`src/include/lss_pkg.sv`:
```
// package for the load switch supervisor control block
// assumes one 200 MHz clock and a synchronous active-high reset
package lss_pkg;

  // register offsets on the plain register port
  localparam logic [3:0] OFS_ENABLE  = 4'h0;
  localparam logic [3:0] OFS_SWCFG   = 4'h1;
  localparam logic [3:0] OFS_LIMIT   = 4'h2;
  localparam logic [3:0] OFS_CONTROL = 4'h3;
  localparam logic [3:0] OFS_LDO     = 4'h4;
  localparam logic [3:0] OFS_IRQ     = 4'h5;
  localparam logic [3:0] OFS_STATUS  = 4'h6;

  // field positions
  localparam int ENB_FIRST      = 0;
  localparam int CFG_DCHRG_LSB  = 0;
  localparam int CFG_SHED_LSB   = 3;
  localparam int LIM_SECOND_LSB = 0;
  localparam int LIM_THIRD_LSB  = 2;
  localparam int CTL_PF_SHUT    = 0;
  localparam int IRQ_ILIM_LSB   = 0;
  localparam int IRQ_FAULT_LSB  = 3;

  // reset values
  localparam logic [2:0] ENABLE_RST  = 3'h0;
  localparam logic [2:0] DCHRG_RST   = 3'h0;
  localparam logic [2:0] SHED_RST    = 3'h0;
  localparam logic [1:0] LIM_RST     = 2'h0;
  localparam logic       PF_SHUT_RST = 1'b0;
  localparam logic [5:0] LDO_RST     = 6'h1F;  // code for 1.8 V

  // brown-out ride-through time
  localparam int DIP_MS      = 5;
  localparam int CLK_MHZ     = 200;
  localparam int DIP_CYCLES  = DIP_MS * 1000 * CLK_MHZ;  // 1,000,000

  // operating states of the supervisor
  typedef enum logic [3:0] {
    ST_OFF    = 4'h1,
    ST_WAIT   = 4'h2,
    ST_ACTIVE = 4'h4,
    ST_DOWN   = 4'h8
  } lss_state_t;

  // comparator inputs grouped together
  typedef struct packed {
    logic       uvlo;      // input below undervoltage level
    logic       powerfail; // power-fail comparator tripped
    logic [2:0] overtemp;  // per-switch overtemperature
    logic [2:0] ilimit;    // per-switch current limiting
    logic       ls2_uv;    // second switch input below 2.7 V
  } lss_comp_t;

  // whole state of the controller
  typedef struct packed {
    lss_state_t  state;
    lss_comp_t   s1;
    lss_comp_t   s2;
    logic [2:0]  enable;
    logic [2:0]  dchrg;
    logic [2:0]  shed;
    logic [1:0]  lim2;
    logic [1:0]  lim3;
    logic        pf_shut;
    logic [5:0]  ldo;
    logic [2:0]  irq_ilim;
    logic [2:0]  irq_fault;
    logic        pf_prev;
    logic [31:0] dip_cnt;
    logic [7:0]  rdata;
  } lss_regs_t;

endpackage : lss_pkg

```
`src/logic/lss_ctrl.sv`:
```
// control logic of the load switch supervisor: backup power-good,
// three load switches, brown-out handling, power-fail routing and power-path
// assumes comparator inputs synchronous to SYS_CLK after the local two-stage
// synchroniser, and RESET asserted whenever the core regulator collapses
//
// Notes on behaviour
// backup good is AND of both rails
// backup rail faults touch nothing else
// backup rails recover by themselves
// undervoltage starts power-down sequence
// below 2.5 V reset, all off, discharge
// each switch follows its enable bit
// sequencer drives first switch only
// discharge off at reset, active when disabled
// power-fail sheds flagged switches until rewritten
// current limiting raises interrupt, stays on
// overtemperature forces off, flags fault, recovers
// second switch limit from two bits
// second switch off below 2.7 V input
// third switch limit from two bits
// regulator setting resets to 1.8 V
// dip survives only if shorter than 5 ms
// power-fail shutdown only when control bit set
// no power-fail status or interrupt
// powered states pick main backup input
// regulator collapse: reset, off, main input
// comparators synchronised before use
//
// The register offsets and strobed register access were decided locally.
module lss_ctrl #(
  parameter int DIP_CYCLES = lss_pkg::DIP_CYCLES
) (
  input  wire logic       SYS_CLK,         // 200 MHz clock
  input  wire logic       RESET,           // sync reset, high when core regulator collapses
  input  wire logic [3:0] ADDR,            // register index
  input  wire logic [7:0] WDATA,           // write data
  input  wire logic       WR,              // write strobe
  input  wire logic       RD,              // read strobe
  output logic      [7:0] RDATA,           // read data, cycle after RD
  input  wire logic       RAIL_LOW_GOOD,   // low backup rail in regulation
  input  wire logic       RAIL_HIGH_GOOD,  // high backup rail in regulation
  input  wire logic       POWER_UP_EVENT,  // power-up request from pin logic
  input  wire logic       SEQ_FIRST_ON,    // sequencer request for first switch
  input  wire logic       SEQ_FIRST_WR,    // sequencer updates first switch
  input  wire logic       SEQ_DONE,        // power-down sequence finished
  input  wire logic       UVLO_CMP,        // input below undervoltage level
  input  wire logic       POWERFAIL_CMP,   // power-fail comparator tripped
  input  wire logic [2:0] OVERTEMP_CMP,    // per-switch overtemperature
  input  wire logic [2:0] ILIMIT_CMP,      // per-switch current limiting
  input  wire logic       LS2_UV_CMP,      // second switch input below 2.7 V
  input  wire logic       CC_HIGHER,       // coin cell 150 mV above main (analog hysteresis)
  output logic            BACKUP_POWER_GOOD, // both backup rails good
  output logic            POWER_DOWN_START,  // pulse to power-down sequencer
  output logic      [2:0] SWITCH_ON,       // load switch gate enables
  output logic      [2:0] SWITCH_DCHRG,    // load switch discharge paths
  output logic      [1:0] SECOND_LIMIT,    // second switch current limit select
  output logic      [1:0] THIRD_LIMIT,     // third switch current limit select
  output logic      [5:0] REGULATOR_CODE,  // general regulator voltage code
  output logic            SELECT_COIN_CELL // power-path on coin cell input
);

  lss_pkg::lss_regs_t r, nxt;
  logic [2:0] blocked;
  logic       pf_edge;
  logic       dip_expired;

  // switch held off by local protection, overrides the enable bit
  always_comb begin
    blocked = r.s2.overtemp;
    blocked[1] = r.s2.overtemp[1] | r.s2.ls2_uv;
  end

  assign pf_edge     = r.s2.powerfail & ~r.pf_prev;
  assign dip_expired = (r.dip_cnt >= 32'(DIP_CYCLES - 1));

  // next-state logic
  always_comb begin
    nxt = r;
    // two-stage synchroniser; only s2 is looked at
    nxt.s1 = '{UVLO_CMP, POWERFAIL_CMP, OVERTEMP_CMP, ILIMIT_CMP, LS2_UV_CMP};
    nxt.s2 = r.s1;
    nxt.pf_prev = r.s2.powerfail;
    nxt.rdata = 8'h00;

    // register writes
    if (WR) begin
      unique case (ADDR)
        lss_pkg::OFS_ENABLE:  nxt.enable = WDATA[2:0];
        lss_pkg::OFS_SWCFG: begin
          nxt.dchrg = WDATA[lss_pkg::CFG_DCHRG_LSB +: 3];
          nxt.shed  = WDATA[lss_pkg::CFG_SHED_LSB +: 3];
        end
        lss_pkg::OFS_LIMIT: begin
          nxt.lim2 = WDATA[lss_pkg::LIM_SECOND_LSB +: 2];
          nxt.lim3 = WDATA[lss_pkg::LIM_THIRD_LSB +: 2];
        end
        lss_pkg::OFS_CONTROL: nxt.pf_shut = WDATA[lss_pkg::CTL_PF_SHUT];
        lss_pkg::OFS_LDO:     nxt.ldo = WDATA[5:0];
        // write one to clear; a pending event still wins below
        lss_pkg::OFS_IRQ: begin
          nxt.irq_ilim  = r.irq_ilim & ~WDATA[lss_pkg::IRQ_ILIM_LSB +: 3];
          nxt.irq_fault = r.irq_fault & ~WDATA[lss_pkg::IRQ_FAULT_LSB +: 3];
        end
        default: ;
      endcase
    end

    // sequencer owns only the first switch
    if (SEQ_FIRST_WR) nxt.enable[lss_pkg::ENB_FIRST] = SEQ_FIRST_ON;

    // shedding clears enable bits, so recovery needs a fresh write
    if (pf_edge) nxt.enable = nxt.enable & ~r.shed;

    // sticky events, set beats clear
    nxt.irq_ilim  = nxt.irq_ilim | (r.s2.ilimit & r.enable);
    nxt.irq_fault = nxt.irq_fault | (blocked & r.enable);

    // state machine; backup rail status never enters here
    unique case (r.state)
      lss_pkg::ST_OFF: begin
        if (POWER_UP_EVENT && !r.s2.uvlo) nxt.state = lss_pkg::ST_WAIT;
      end
      lss_pkg::ST_WAIT, lss_pkg::ST_ACTIVE: begin
        if (r.state == lss_pkg::ST_WAIT) nxt.state = lss_pkg::ST_ACTIVE;
        // ride through a short dip, shut down after 5 ms
        if (r.s2.uvlo) begin
          nxt.dip_cnt = r.dip_cnt + 32'h1;
          if (dip_expired) nxt.state = lss_pkg::ST_DOWN;
        end else begin
          nxt.dip_cnt = 32'h0;
        end
        if (r.s2.powerfail && r.pf_shut) nxt.state = lss_pkg::ST_DOWN;
      end
      lss_pkg::ST_DOWN: begin
        nxt.dip_cnt = 32'h0;
        if (SEQ_DONE) begin
          nxt.state = lss_pkg::ST_OFF;
          // all three switches drop as the off state is entered
          nxt.enable = 3'h0;
        end
      end
      default: nxt.state = lss_pkg::ST_OFF;
    endcase

    // register reads, data valid the next cycle; no power-fail bit exists
    if (RD) begin
      unique case (ADDR)
        lss_pkg::OFS_ENABLE:  nxt.rdata = {5'h00, r.enable};
        lss_pkg::OFS_SWCFG:   nxt.rdata = {2'h0, r.shed, r.dchrg};
        lss_pkg::OFS_LIMIT:   nxt.rdata = {4'h0, r.lim3, r.lim2};
        lss_pkg::OFS_CONTROL: nxt.rdata = {7'h00, r.pf_shut};
        lss_pkg::OFS_LDO:     nxt.rdata = {2'h0, r.ldo};
        lss_pkg::OFS_IRQ:     nxt.rdata = {2'h0, r.irq_fault, r.irq_ilim};
        lss_pkg::OFS_STATUS:  nxt.rdata = {4'h0, r.state};
        default:              nxt.rdata = 8'h00;
      endcase
    end
  end

  // state register; reset models the core regulator collapse
  always_ff @(posedge SYS_CLK) begin
    if (RESET) begin
      r         <= '0;
      r.state   <= lss_pkg::ST_OFF;
      r.enable  <= lss_pkg::ENABLE_RST;
      r.dchrg   <= lss_pkg::DCHRG_RST;
      r.shed    <= lss_pkg::SHED_RST;
      r.lim2    <= lss_pkg::LIM_RST;
      r.lim3    <= lss_pkg::LIM_RST;
      r.pf_shut <= lss_pkg::PF_SHUT_RST;
      r.ldo     <= lss_pkg::LDO_RST;
    end else begin
      r <= nxt;
    end
  end

  // outputs; during reset all three switches are off and discharging
  assign BACKUP_POWER_GOOD = RAIL_LOW_GOOD & RAIL_HIGH_GOOD;
  assign POWER_DOWN_START  = (r.state != lss_pkg::ST_DOWN) && (nxt.state == lss_pkg::ST_DOWN);
  assign SWITCH_ON    = RESET ? 3'h0 : (r.enable & ~blocked);
  assign SWITCH_DCHRG = RESET ? 3'h7 : (r.dchrg & ~SWITCH_ON);
  assign SECOND_LIMIT   = r.lim2;
  assign THIRD_LIMIT    = r.lim3;
  assign REGULATOR_CODE = r.ldo;
  assign RDATA          = r.rdata;
  // powered states force main input; off picks the higher
  assign SELECT_COIN_CELL = (r.state == lss_pkg::ST_OFF) & ~RESET & CC_HIGHER;

endmodule : lss_ctrl

```
`config.mk`:
```
export PLATFORM = sky130hd
export DESIGN_NAME = lss_ctrl
export DESIGN_NICKNAME = d
export VERILOG_FILES = /design/src/include/lss_pkg.sv /design/src/logic/lss_ctrl.sv
export SDC_FILE = /design/constraint.sdc
export NUM_CORES = 1
export LEC_CHECK = 0
export BUFFER_PORTS_ARGS = -buffer_cell sky130_fd_sc_hd__buf_2
export CORE_ASPECT_RATIO = 0.8
export CORE_UTILIZATION = 40
export DETAILED_ROUTE_END_ITERATION = 7
export PLACE_DENSITY_LB_ADDON = 0.2
export REMOVE_ABC_BUFFERS = 1
export SYNTH_ARGS = -nofsm -noshare
export SYNTH_HDL_FRONTEND = slang
export SYNTH_SLANG_ARGS = --single-unit
```
`constraint.sdc`:
```
create_clock -name SYS_CLK -period 4.1 [get_ports SYS_CLK]
set_clock_uncertainty 0.05 [all_clocks]
set_input_delay 0.82 -clock SYS_CLK [delete_from_list [all_inputs] [get_ports SYS_CLK]]
set_output_delay 0.82 -clock SYS_CLK [all_outputs]
set_load 0.02 [all_outputs]
```
Word level (Yosys, flattened, before mapping):

Cells that the tools add are included.

* input port bits: 32
* output and inout port bits: 27
* ROM bits: 0
* bits in writable memories: 0
* latch bits: 0
* register bits after elaboration: 89
* memories: 0

* reductions and logical operators: 12
* $mul: 0
* bitwise operators: 22
* magnitude comparators: 1
* add/sub/neg operators: 1
* shift-type cells: 0
* equality and inequality tests: 12
* muxes and demuxes: 23
* divide/modulo/power cells: 0

Operators by type and width (count)
* 32-bit one-hot mux with 2 select lines: 1
* 6-bit one-hot mux with 7 select lines: 1
* 32-bit by 1-bit adder with 32-bit output, second input constant: 1
* 32-bit by 20-bit greater-or-equal comparator with 1-bit output, second input constant: 1
* 32-bit 2-to-1 mux: 1
* 4-bit 2-to-1 mux: 7
* 26-bit 2-to-1 mux: 1
* 3-bit bitwise AND: 7
* 3-bit 2-to-1 mux: 6
* 6-bit 2-to-1 mux: 3
* 4-bit by 3-bit equality test with 1-bit output, second input constant: 4
* 3-bit NOT: 5
* 4-bit by 2-bit equality test with 1-bit output, second input constant: 3
* 4-bit one-hot mux with 3 select lines: 1
* 4-bit by 1-bit equality test with 1-bit output, second input constant: 2
* 4-bit equality test, second input constant: 2
* 2-bit AND reduction: 4
* 3-bit bitwise OR: 2
* 1-bit bitwise AND: 4
* 4-bit zero test: 1
* 4-bit != test, second input constant: 1
* 2-bit OR reduction: 2
* 1-bit logical AND: 3
* 1-bit NOT: 3
* other kinds (4): 5

Logic depth before layout (Yosys ltp):

Gate-level depths: netlist (run 1).

* depth after elaboration: 9
* gate-level depth with buffers: 8

Least setup slack after synthesis (run 1):

OpenSTA, ideal clock, no wires.

* path type: input -> output
* from: input RESET
* to: output SWITCH_DCHRG[1]
* arrival: 2160 ps
* slack: 1070 ps
* stages on the path: 3
* cell sequence: clkbuf_1 nor4b_1 nor2_1

* cells in the longest elaborated chain, start to end: 4

RTL lines
* start, declared: line lss_ctrl.sv:34 `input wire logic RESET,`
* 3-bit 2-to-1 mux: line lss_ctrl.sv:180 `assign SWITCH_ON = RESET ? 3'h0 : (r.enable & ~blocked);`
* via SWITCH_ON[1]: line lss_ctrl.sv:54 `output logic [2:0] SWITCH_ON,`
* 3-bit NOT: line lss_ctrl.sv:181 `assign SWITCH_DCHRG = RESET ? 3'h7 : (r.dchrg & ~SWITCH_ON);`
* 3-bit bitwise AND: line lss_ctrl.sv:181
* 3-bit 2-to-1 mux: line lss_ctrl.sv:181
* end, declared: line lss_ctrl.sv:55 `output logic [2:0] SWITCH_DCHRG,`

The timed path passes the listed nets, and every way through them passes these cells.

Final worst setup path (run 1):

* from: register r[18] in the netlist's numbering
* to: output POWER_DOWN_START

* cells in the longest elaborated chain, start to end: 7

RTL lines
* start, declared: line lss_ctrl.sv:62 `lss_pkg::lss_regs_t r, nxt;`
* start signal, assigned: line lss_ctrl.sv:173 `r <= nxt;`
* 32-bit by 20-bit greater-or-equal comparator with 1-bit output: line lss_ctrl.sv:74 `assign dip_expired = (r.dip_cnt >= 32'(DIP_CYCLES - 1));`
* 4-bit 2-to-1 mux: line lss_ctrl.sv:128 `if (dip_expired) nxt.state = lss_pkg::ST_DOWN;`
* 4-bit 2-to-1 mux: line lss_ctrl.sv:126 `if (r.s2.uvlo) begin`
* 4-bit 2-to-1 mux: line lss_ctrl.sv:132 `if (r.s2.powerfail && r.pf_shut) nxt.state = lss_pkg::ST_DOWN;`
* 4-bit one-hot mux with 3 select lines: line lss_ctrl.sv:119 `unique case (r.state)`
* 4-bit equality test: line lss_ctrl.sv:179 `assign POWER_DOWN_START = (r.state != lss_pkg::ST_DOWN) && (nxt.state == lss_pkg::ST_DOWN);`
* 1-bit logical AND: line lss_ctrl.sv:179
* end, declared: line lss_ctrl.sv:53 `output logic POWER_DOWN_START,`

Every way passes these cells.

==> results of run 1 <==
-- flip-flops by register name, indices dropped and copies added (netlist names) --
name,count
nxt,10
REGULATOR_CODE,6
RDATA,6
SECOND_LIMIT,2
blocked,2
r,59
THIRD_LIMIT,2
-- layout by cell type (no fill, tap or decap), types with 4 or more instances in the layout --
cell type  netlist  final
nor2_1          63     63
a21oi_1         29     29
inv_1           11     11
mux2_2           5      5
or3_1           11     11
and2_1           6      6
a22oi_1         12     12
o21ai_0         16     16
buf_4           19      4
xor2_1          12     12
and3_1           5      5
nor3b_1          4      4
nor3_1           6      6
buf_2            5     54
mux2i_1          5      5
and4_1           4      4
a211o_1          5      5
nand4_1         14     14
nor2b_1         27     27
clkbuf_16        0      9
nand3_1         30     30
xnor2_1          6      6
dfxtp_1         87     87
nor4_1           5      5
nand2_1         44     44
-- metal layers --
metal	wire (µm)	vias to the layer above	share of wire (%)
li1	-	1724	-
met1	4690	1596	51
met2	3970	83	43
met3	499	6	5.4
met4	49	0	0.53
met5	0	-	0
-- critical path: stages, from the launching register on --
cell and delay (ps):
dfxtp_1 380, nor4_1 430, a211oi_1 150, o41ai_1 560
nor2_1 120, buf_2 190
-- report_power, final --
group | total (mW) | internal (mW) | leakage (nW) | switching [mW]
Sequential | 0.871 | 0.859 | 0.706 | 0.0117
Clock | 0.856 | 0.487 | 0.151 | 0.369
Combinational | 0.107 | 0.0400 | 0.834 | 0.0671
-- through the flow --
step	util (%)	hold slack, ps	std cells
2_1_floorplan	-	364	442
3_3_place_gp	43.8	369	636
3_5_place_dp	43.8	372	636
4_1_cts	47.0	390	652
5_1_grt	47.0	402	652
6_report	47.0	386	652
-- worst min-delay path by stage --
stage,to,slack (ps)
floorplan,blocked[0],360
global route,r[72],400
global placement,blocked[0],370
finish,r[75],390
detailed placement,r[69],370
CTS,r[69],390
-- area by class of cell --
cell class | count | area (µm²) | share of cell area (%)
multi-input combinational | 344 | 2010 | 43.9
sequential | 87 | 1740 | 38.1
timing repair buffer | 58 | 300 | 6.56
clock buffer | 9 | 225 | 4.92
tap | 136 | 170 | 3.72
clock inverter | 7 | 86.3 | 1.89
inverter | 11 | 41.3 | 0.902
-- logic make-up (layout without fill, tap and decap cells) --
| kind of cell | after synthesis | in the layout | share of synthesized area, % |
|---|---|---|---|
| and+or+nand+nor | 230 | 230 | 29.1 |
| xor gates and xnor gates | 19 | 19 | 4.30 |
| muxes | 10 | 10 | 2.63 |
| buffers and inverters | 55 | 85 | 7.24 |
| AOI/OAI and AO/OA | 82 | 82 | 13.2 |
| adders and majority gates | 1 | 1 | 0.310 |
| DFF | 87 | 87 | 43.1 |
| other | 1 | 2 | 0.0928 |
==> impl_metrics.csv, run 1 <==
group,metric,value,unit
min_path,min_path_type,"register to register",
sta,drv_slew,0,
worst_setup_path,crit_path_end_kind,"output port",
global_route,overflow,0,
global_route,grt_usage,18.8,%
drt,ant_nets,0,
global_route,grt_max_degree,41,
clock_network,cts_hold_buf,0,
min_path,whs_path_depth,1,
sta,tightest_slew,726,ps
layout,final_cell_area,4580,µm²
synth,synthMostInstantiatedCell,"dfxtp_1",
worst_setup_path,critPathArrivalTime,2160,ps
global_route,grt_pass1_vias,3128,
clock_network,numCtsBuffers,9,
die,die_area,10500,µm²
layout,drive_gt1_share,16.3,%
clock_network,cts_setup_buffers,0,
global_route,grt.met1_usage,27.8,%
synth,ys_top_cells_by_area,"dfxtp_1 (43%), nor2_1 (5.9%), nor2b_1 (4.2%)",
worst_setup_path,r2r_cells,6,
die,initial_core_util,41.5,%
clock_network,cts_resized,0,
drt,drc,0,
global_route,grt_antenna_before_repair,0,
drt,wirelength,9210,µm
synth,synth-edff-count,0,
die,fp.dieW,114,µm
clock_network,clk_pin_slew,70,ps
sta,setup_ws,1070,ps
sta,rsz0062_at_grt,"false",
worst_setup_path,crit_path_end,"POWER_DOWN_START",
power,finalPower,1.83,mW
synth,synth_top_area_share,43.1,%
drt,vias_per_cell,5.23,
synth,ys.flop_type,"dfxtp_1",
die,num_rows,32,
worst_setup_path,worst-setup-path-type,"register to output port",
die,ios,59,
sta,period_share,73.8,%
drt,first_iter_violations,223,
job,maxCapViolCount,0,
worst_setup_path,rr_endpoint,"r[31]",
placement,post_dp_cell_area,4260,µm²
synth,netlist_area,4040,µm²
drt,routedWlPerCell,14.1,µm
clock_network,root_buffer,"clkbuf_16",
min_path,min-delay-start,"nxt[75]",
clock_network,tritoncts,"done",
synth,synth_top_cell_by_area,"dfxtp_1",
global_route,grt_pass1_wl,15600,µm
synth,synth_commonest_cells,"dfxtp_1 (87), nor2_1 (63), nand2_1 (44)",
worst_setup_path,r2r_setup_slack,1860,ps
sta,finalSetupViolations,0,
worst_setup_path,critPathLaunch,"r[18]",
die,die_h,91.9,µm
synth,synth_seq_cells,87,
sta,slew_headroom,51.6,%
global_route,met2_usage,27.2,%
synth,synthDistinctLibCells,54,
status,outcome,"complete, no violations",
layout,fillers,1001,
synth,yosysWarnings,0,
synth,yosysSeqAreaShare,43.1,%
sta,max_freq,331,MHz
placement,gp_congestion,0.801,
die,coreArea,9730,µm²
worst_setup_path,crit_required,3230,ps
power,leakage,1.69,nW
layout,area_growth_syn_to_layout,13.2,%
power,power.density,401,nW/µm²
power,ir_drop,0.220,mV
global_route,use_met3,4.49,%
clock_network,htree_num_levels,3,
placement,dpl.hpwl,6350,µm
worst_setup_path,reg2reg_from,"r[87]",
layout,antennaDiodeCount,0,
synth,avgSynthCellArea,8.33,µm²
placement,portBuffers,54,
worst_setup_path,cp_max_fo,7,
worst_setup_path,start_kind,"register",
clock_network,clock_latency,340,ps
drt,firstDrtPassIters,4,
drt,vias,3409,
sta,setup_tns,0,ps
placement,post-place-ws,1330,ps
sta,hold_viol_final,0,
synth,async_reset_ff_share,0,%
layout,nets,544,
clock_network,clk_path_buf_depth,2,
synth,synthCells,485,
clock_network,cts_sinks,87,
global_route,grt.busiest_layer,"met1",
sta,period_needed,3030,ps
Note: power is estimated with default switching activity, not from simulation.
==> run 2, diff against run 1 <==
Clock period 4.1 ns to 2.8 ns, I/O delays scaled along.
==> impl_metrics.csv, run 2 (synthesized netlist as in run 1, its figures left out) <==
group,metric,value,unit
status,outcome,"complete, no violations",
global_route,grt_pass1_vias,3011,
sta,period_needed,2600,ps
placement,post_dp_cell_area,4310,µm²
die,fp.dieW,114,µm
layout,top_register,"r",
worst_setup_path,crit_required,2190,ps
sta,slew_headroom,66.4,%
drt,firstDrtPassIters,7,
clock_network,clk_path_buf_depth,2,
layout,final_cell_area,4630,µm²
clock_network,cts_setup_buffers,0,
drt,first_iter_violations,205,
clock_network,clock_latency,340,ps
die,ios,59,
worst_setup_path,r2r_setup_slack,620,ps
die,die_h,91.9,µm
global_route,grt_usage,18.7,%
sta,period_share,93.0,%
die,die_area,10500,µm²
die,coreArea,9730,µm²
worst_setup_path,cp_max_fo,7,
drt,ant_nets,0,
sta,hold_viol_final,0,
drt,routedWlPerCell,14.0,µm
power,finalPower,2.69,mW
min_path,min_path_type,"input pin to register",
layout,largest_register_ffs,59,
clock_network,root_buffer,"clkbuf_16",
worst_setup_path,critPathArrivalTime,1990,ps
global_route,grt_max_degree,26,
layout,drive_gt1_share,17.4,%
sta,setup_tns,0,ps
clock_network,clk_pin_slew,70,ps
drt,wirelength,9180,µm
clock_network,tritoncts,"done",
global_route,grt_pass1_wl,15400,µm
job,maxCapViolCount,0,
worst_setup_path,start_kind,"register",
drt,drc,0,
layout,antennaDiodeCount,0,
power,power.density,582,nW/µm²
global_route,grt_antenna_before_repair,0,
sta,max_freq,384,MHz
global_route,overflow,0,
min_path,whs_path_depth,2,
min_path,min-delay-start,"OVERTEMP_CMP[0]",
power,ir_drop,0.299,mV
clock_network,htree_num_levels,3,
sta,drv_slew,0,
placement,portBuffers,54,
drt,vias,3442,
drt,vias_per_cell,5.23,
worst_setup_path,reg2reg_from,"r[87]",
min_path,holdPathEnd,"nxt[71]",
die,num_rows,32,
sta,finalSetupViolations,0,
placement,gp_congestion,0.809,
clock_network,cts_hold_buf,0,
sta,rsz0062_at_grt,"false",
worst_setup_path,rr_endpoint,"r[19]",
clock_network,numCtsBuffers,9,
die,initial_core_util,41.5,%
sta,tightest_slew,500,ps
layout,nets,550,
worst_setup_path,worst-setup-path-type,"register to output port",
worst_setup_path,r2r_cells,6,
layout,final_cell_mix,"dfxtp_1 (87), nor2_1 (63), buf_2 (54)",
layout,area_growth_syn_to_layout,14.5,%
clock_network,cts_sinks,87,
worst_setup_path,crit_path_end_kind,"output port",
power,leakage,1.73,nW
layout,final_common_cell,"dfxtp_1",
placement,dpl.hpwl,6560,µm
-- run 2: changes by cell type in the layout (fill, tap and decap cells not counted), sizes merged --
cell	delta
buf	+6
-- run 2: repair_timing --
action	CTS	global route
resized for setup	0	1
setup endpoints to repair	0	1
endpoints found under the hold margin	0	0
-- run 2: where the power goes --
part	leakage (nW)	total, mW	switching [mW]	internal, mW
Clock	0.151	1.26	0.543	0.714
Sequential	0.706	1.28	0.0174	1.26
Combinational	0.874	0.161	0.0985	0.0621
-- run 2: per-layer routing --
layer	vias to the layer above	wire (µm)	track usage (%)
li1	1744	-	-
met1	1604	4680	27.6
met2	88	3870	26.9
met3	6	537	4.69
met4	0	90	5.09
met5	-	0	0
-- run 2: metrics by stage --
step,setup WS [ps],util (%),hold WS (ps),std cells
finish,196,47.6,372,658
global route,20.6,47.6,361,658
CTS,106,47.5,363,658
detailed placement,501,44.3,370,642
global placement,489,44.3,369,642
floorplan,488,-,364,442
-- run 2: worst max path at each step --
| stage | to | cells past startpoint | slack [ps] | from |
|---|---|---|---|---|
| floorplan | SWITCH_DCHRG[1] | 2 | 490 | RESET |
| global placement | POWER_DOWN_START | 5 | 490 | r[18] |
| detailed placement | POWER_DOWN_START | 5 | 500 | r[18] |
| CTS | POWER_DOWN_START | 5 | 110 | r[18] |
| global route | POWER_DOWN_START | 6 | 20 | r[18] |
| finish | POWER_DOWN_START | 6 | 200 | r[18] |
-- run 2: worst max-delay path, stage by stage, from the launching register on --
cell     delay (ps)
dfxtp_1         370
nor4_1          380
nand3_1         130
nor4_1          330
o41ai_2         130
nor2_1          130
buf_2           180
-- run 2: cell type report --
cell class / count / area, µm²
clock buffer: 9 / 225
inverter: 11 / 41.3
clock inverter: 7 / 86.3
fill: 960 / 5100
multi-input combinational: 344 / 2020
sequential: 87 / 1740
timing repair buffer: 64 / 345
tap: 136 / 170
==> run 3, diff against run 2 <==
Settings changed: CELL_PAD_IN_SITES_DETAIL_PLACEMENT set to 0, CELL_PAD_IN_SITES_GLOBAL_PLACEMENT set to 1.
==> impl_metrics.csv, run 3 (synthesized netlist as in run 1, its figures left out) <==
group,metric,value,unit
status,outcome,"complete, no violations",
worst_setup_path,cp_max_fo,7,
clock_network,cts_resized,0,
worst_setup_path,start_kind,"register",
layout,final_common_cell,"dfxtp_1",
layout,stdcell_count,659,
min_path,holdPathEnd,"nxt[69]",
min_path,min_path_type,"input pin to register",
die,num_rows,32,
die,coreArea,9730,µm²
die,fp.dieW,114,µm
sta,whs,379,ps
die,ios,59,
placement,dpl.cell_count,643,
worst_setup_path,r2r_setup_slack,500,ps
clock_network,cts_hold_buf,0,
worst_setup_path,crit_path_end_kind,"output port",
global_route,grt_max_degree,33,
drt,wirelength,9510,µm
placement,portBuffers,54,
drt,vias,3420,
clock_network,cts_sinks,87,
sta,drv_slew,0,
job,maxCapViolCount,0,
placement,gp_congestion,0.842,
sta,setup_tns,0,ps
sta,finalSetupViolations,0,
clock_network,root_buffer,"clkbuf_16",
global_route,grt_antenna_before_repair,0,
sta,max_freq,385,MHz
layout,drive_gt1_share,17.6,%
power,ir_drop,0.266,mV
global_route,grt_pass1_wl,15600,µm
layout,fillers,938,
worst_setup_path,crit_required,2190,ps
placement,dpl.hpwl,6750,µm
clock_network,cts_setup_buffers,0,
die,die_h,91.9,µm
layout,final_cell_mix,"dfxtp_1 (87), nor2_1 (63), buf_2 (54)",
global_route,grt_pass1_vias,3092,
sta,slew_headroom,60.0,%
sta,rsz0062_at_grt,"false",
drt,vias_per_cell,5.19,
global_route,overflow,0,
sta,period_needed,2600,ps
sta,hold_viol_final,0,
layout,largest_register_ffs,59,
global_route,grt_usage,19.4,%
drt,drc,0,
worst_setup_path,rr_endpoint,"r[37]",
min_path,min-delay-start,"ILIMIT_CMP[1]",
clock_network,htree_num_levels,3,
worst_setup_path,reg2reg_from,"r[87]",
layout,area_growth_syn_to_layout,13.9,%
drt,ant_nets,0,
worst_setup_path,r2r_cells,5,
power,power.density,554,nW/µm²
worst_setup_path,critPathArrivalTime,1990,ps
clock_network,tritoncts,"done",
layout,antennaDiodeCount,0,
clock_network,clk_path_buf_depth,2,
drt,firstDrtPassIters,4,
clock_network,numCtsBuffers,9,
drt,routedWlPerCell,14.4,µm
clock_network,clock_latency,340,ps
die,die_area,10500,µm²
power,leakage,1.72,nW
clock_network,clk_pin_slew,60,ps
die,initial_core_util,41.5,%
min_path,whs_path_depth,2,
layout,nets,551,
sta,period_share,92.8,%
sta,tightest_slew,600,ps
drt,first_iter_violations,266,
layout,top_register,"r",
worst_setup_path,worst-setup-path-type,"register to output port",
==> run 3: cell types whose count changed in the layout (fill, tap and decap cells not counted) <==
cell	previous run	this run
clkinv_2	0	2
bufinv_16	1	0
inv_8	2	0
nor4_1	5	4
clkbuf_1	0	1
clkinv_4	0	3
clkinvlp_4	1	0
inv_6	3	1
buf_4	10	11
nor4_2	1	2
==> run 3: worst max-delay path by stage <==
stage	from	cells past startpoint	end
6_report	r[18]	6	POWER_DOWN_START
2_1_floorplan	RESET	2	SWITCH_DCHRG[1]
3_3_place_gp	r[18]	5	POWER_DOWN_START
3_5_place_dp	r[18]	5	POWER_DOWN_START
4_1_cts	r[18]	5	POWER_DOWN_START
5_1_grt	r[18]	6	POWER_DOWN_START
==> run 3: worst max-delay path: stages, from the launching register on <==
cell and delay (ps):
dfxtp_1 380, nor4_2 370, nand3_1 130, nor4_1 330, o41ai_2 120, nor2_1 140
buf_2 180
==> run 3: routing by layer <==
metal / wire, µm / track usage [%] / up-vias
met5: 0 / 0 / -
met4: 117 / 4.98 / 0
met3: 485 / 5.68 / 10
met2: 3910 / 27.2 / 87
met1: 5000 / 28.5 / 1587
li1: - / - / 1736
==> run 3: area by class of cell <==
cell class              count  area (µm²)  share of cell area, %
flip-flops and latches     87        1740                   37.8
inverters                  11        41.3                  0.897
clock buffers              10         229                   4.97
multi-input cells         344        2020                   44.0
well taps                 136         170                   3.70
repair buffers             65         353                   7.66
clock inverters             6        45.0                  0.978
==> run 3: metrics by stage <==
stage / worst slack [ps] / total power, mW / instance area (µm²) / utilization (%)
finish: 203 / 2.55 / 4600 / 47.3
global route: 78.6 / 2.65 / 4600 / 47.3
CTS: 85.4 / 2.58 / 4590 / 47.2
detailed placement: 482 / 1.47 / 4320 / 44.4
global placement: 491 / 1.46 / 4320 / 44.4
floorplan: 488 / 1.38 / 3790 / -
==> run 3: power breakdown <==
| group | internal [mW] | switching (mW) | leakage, nW |
|---|---|---|---|
| combinational | 0.0618 | 0.101 | 0.881 |
| clock | 0.606 | 0.506 | 0.137 |
| sequential | 1.26 | 0.0173 | 0.706 |
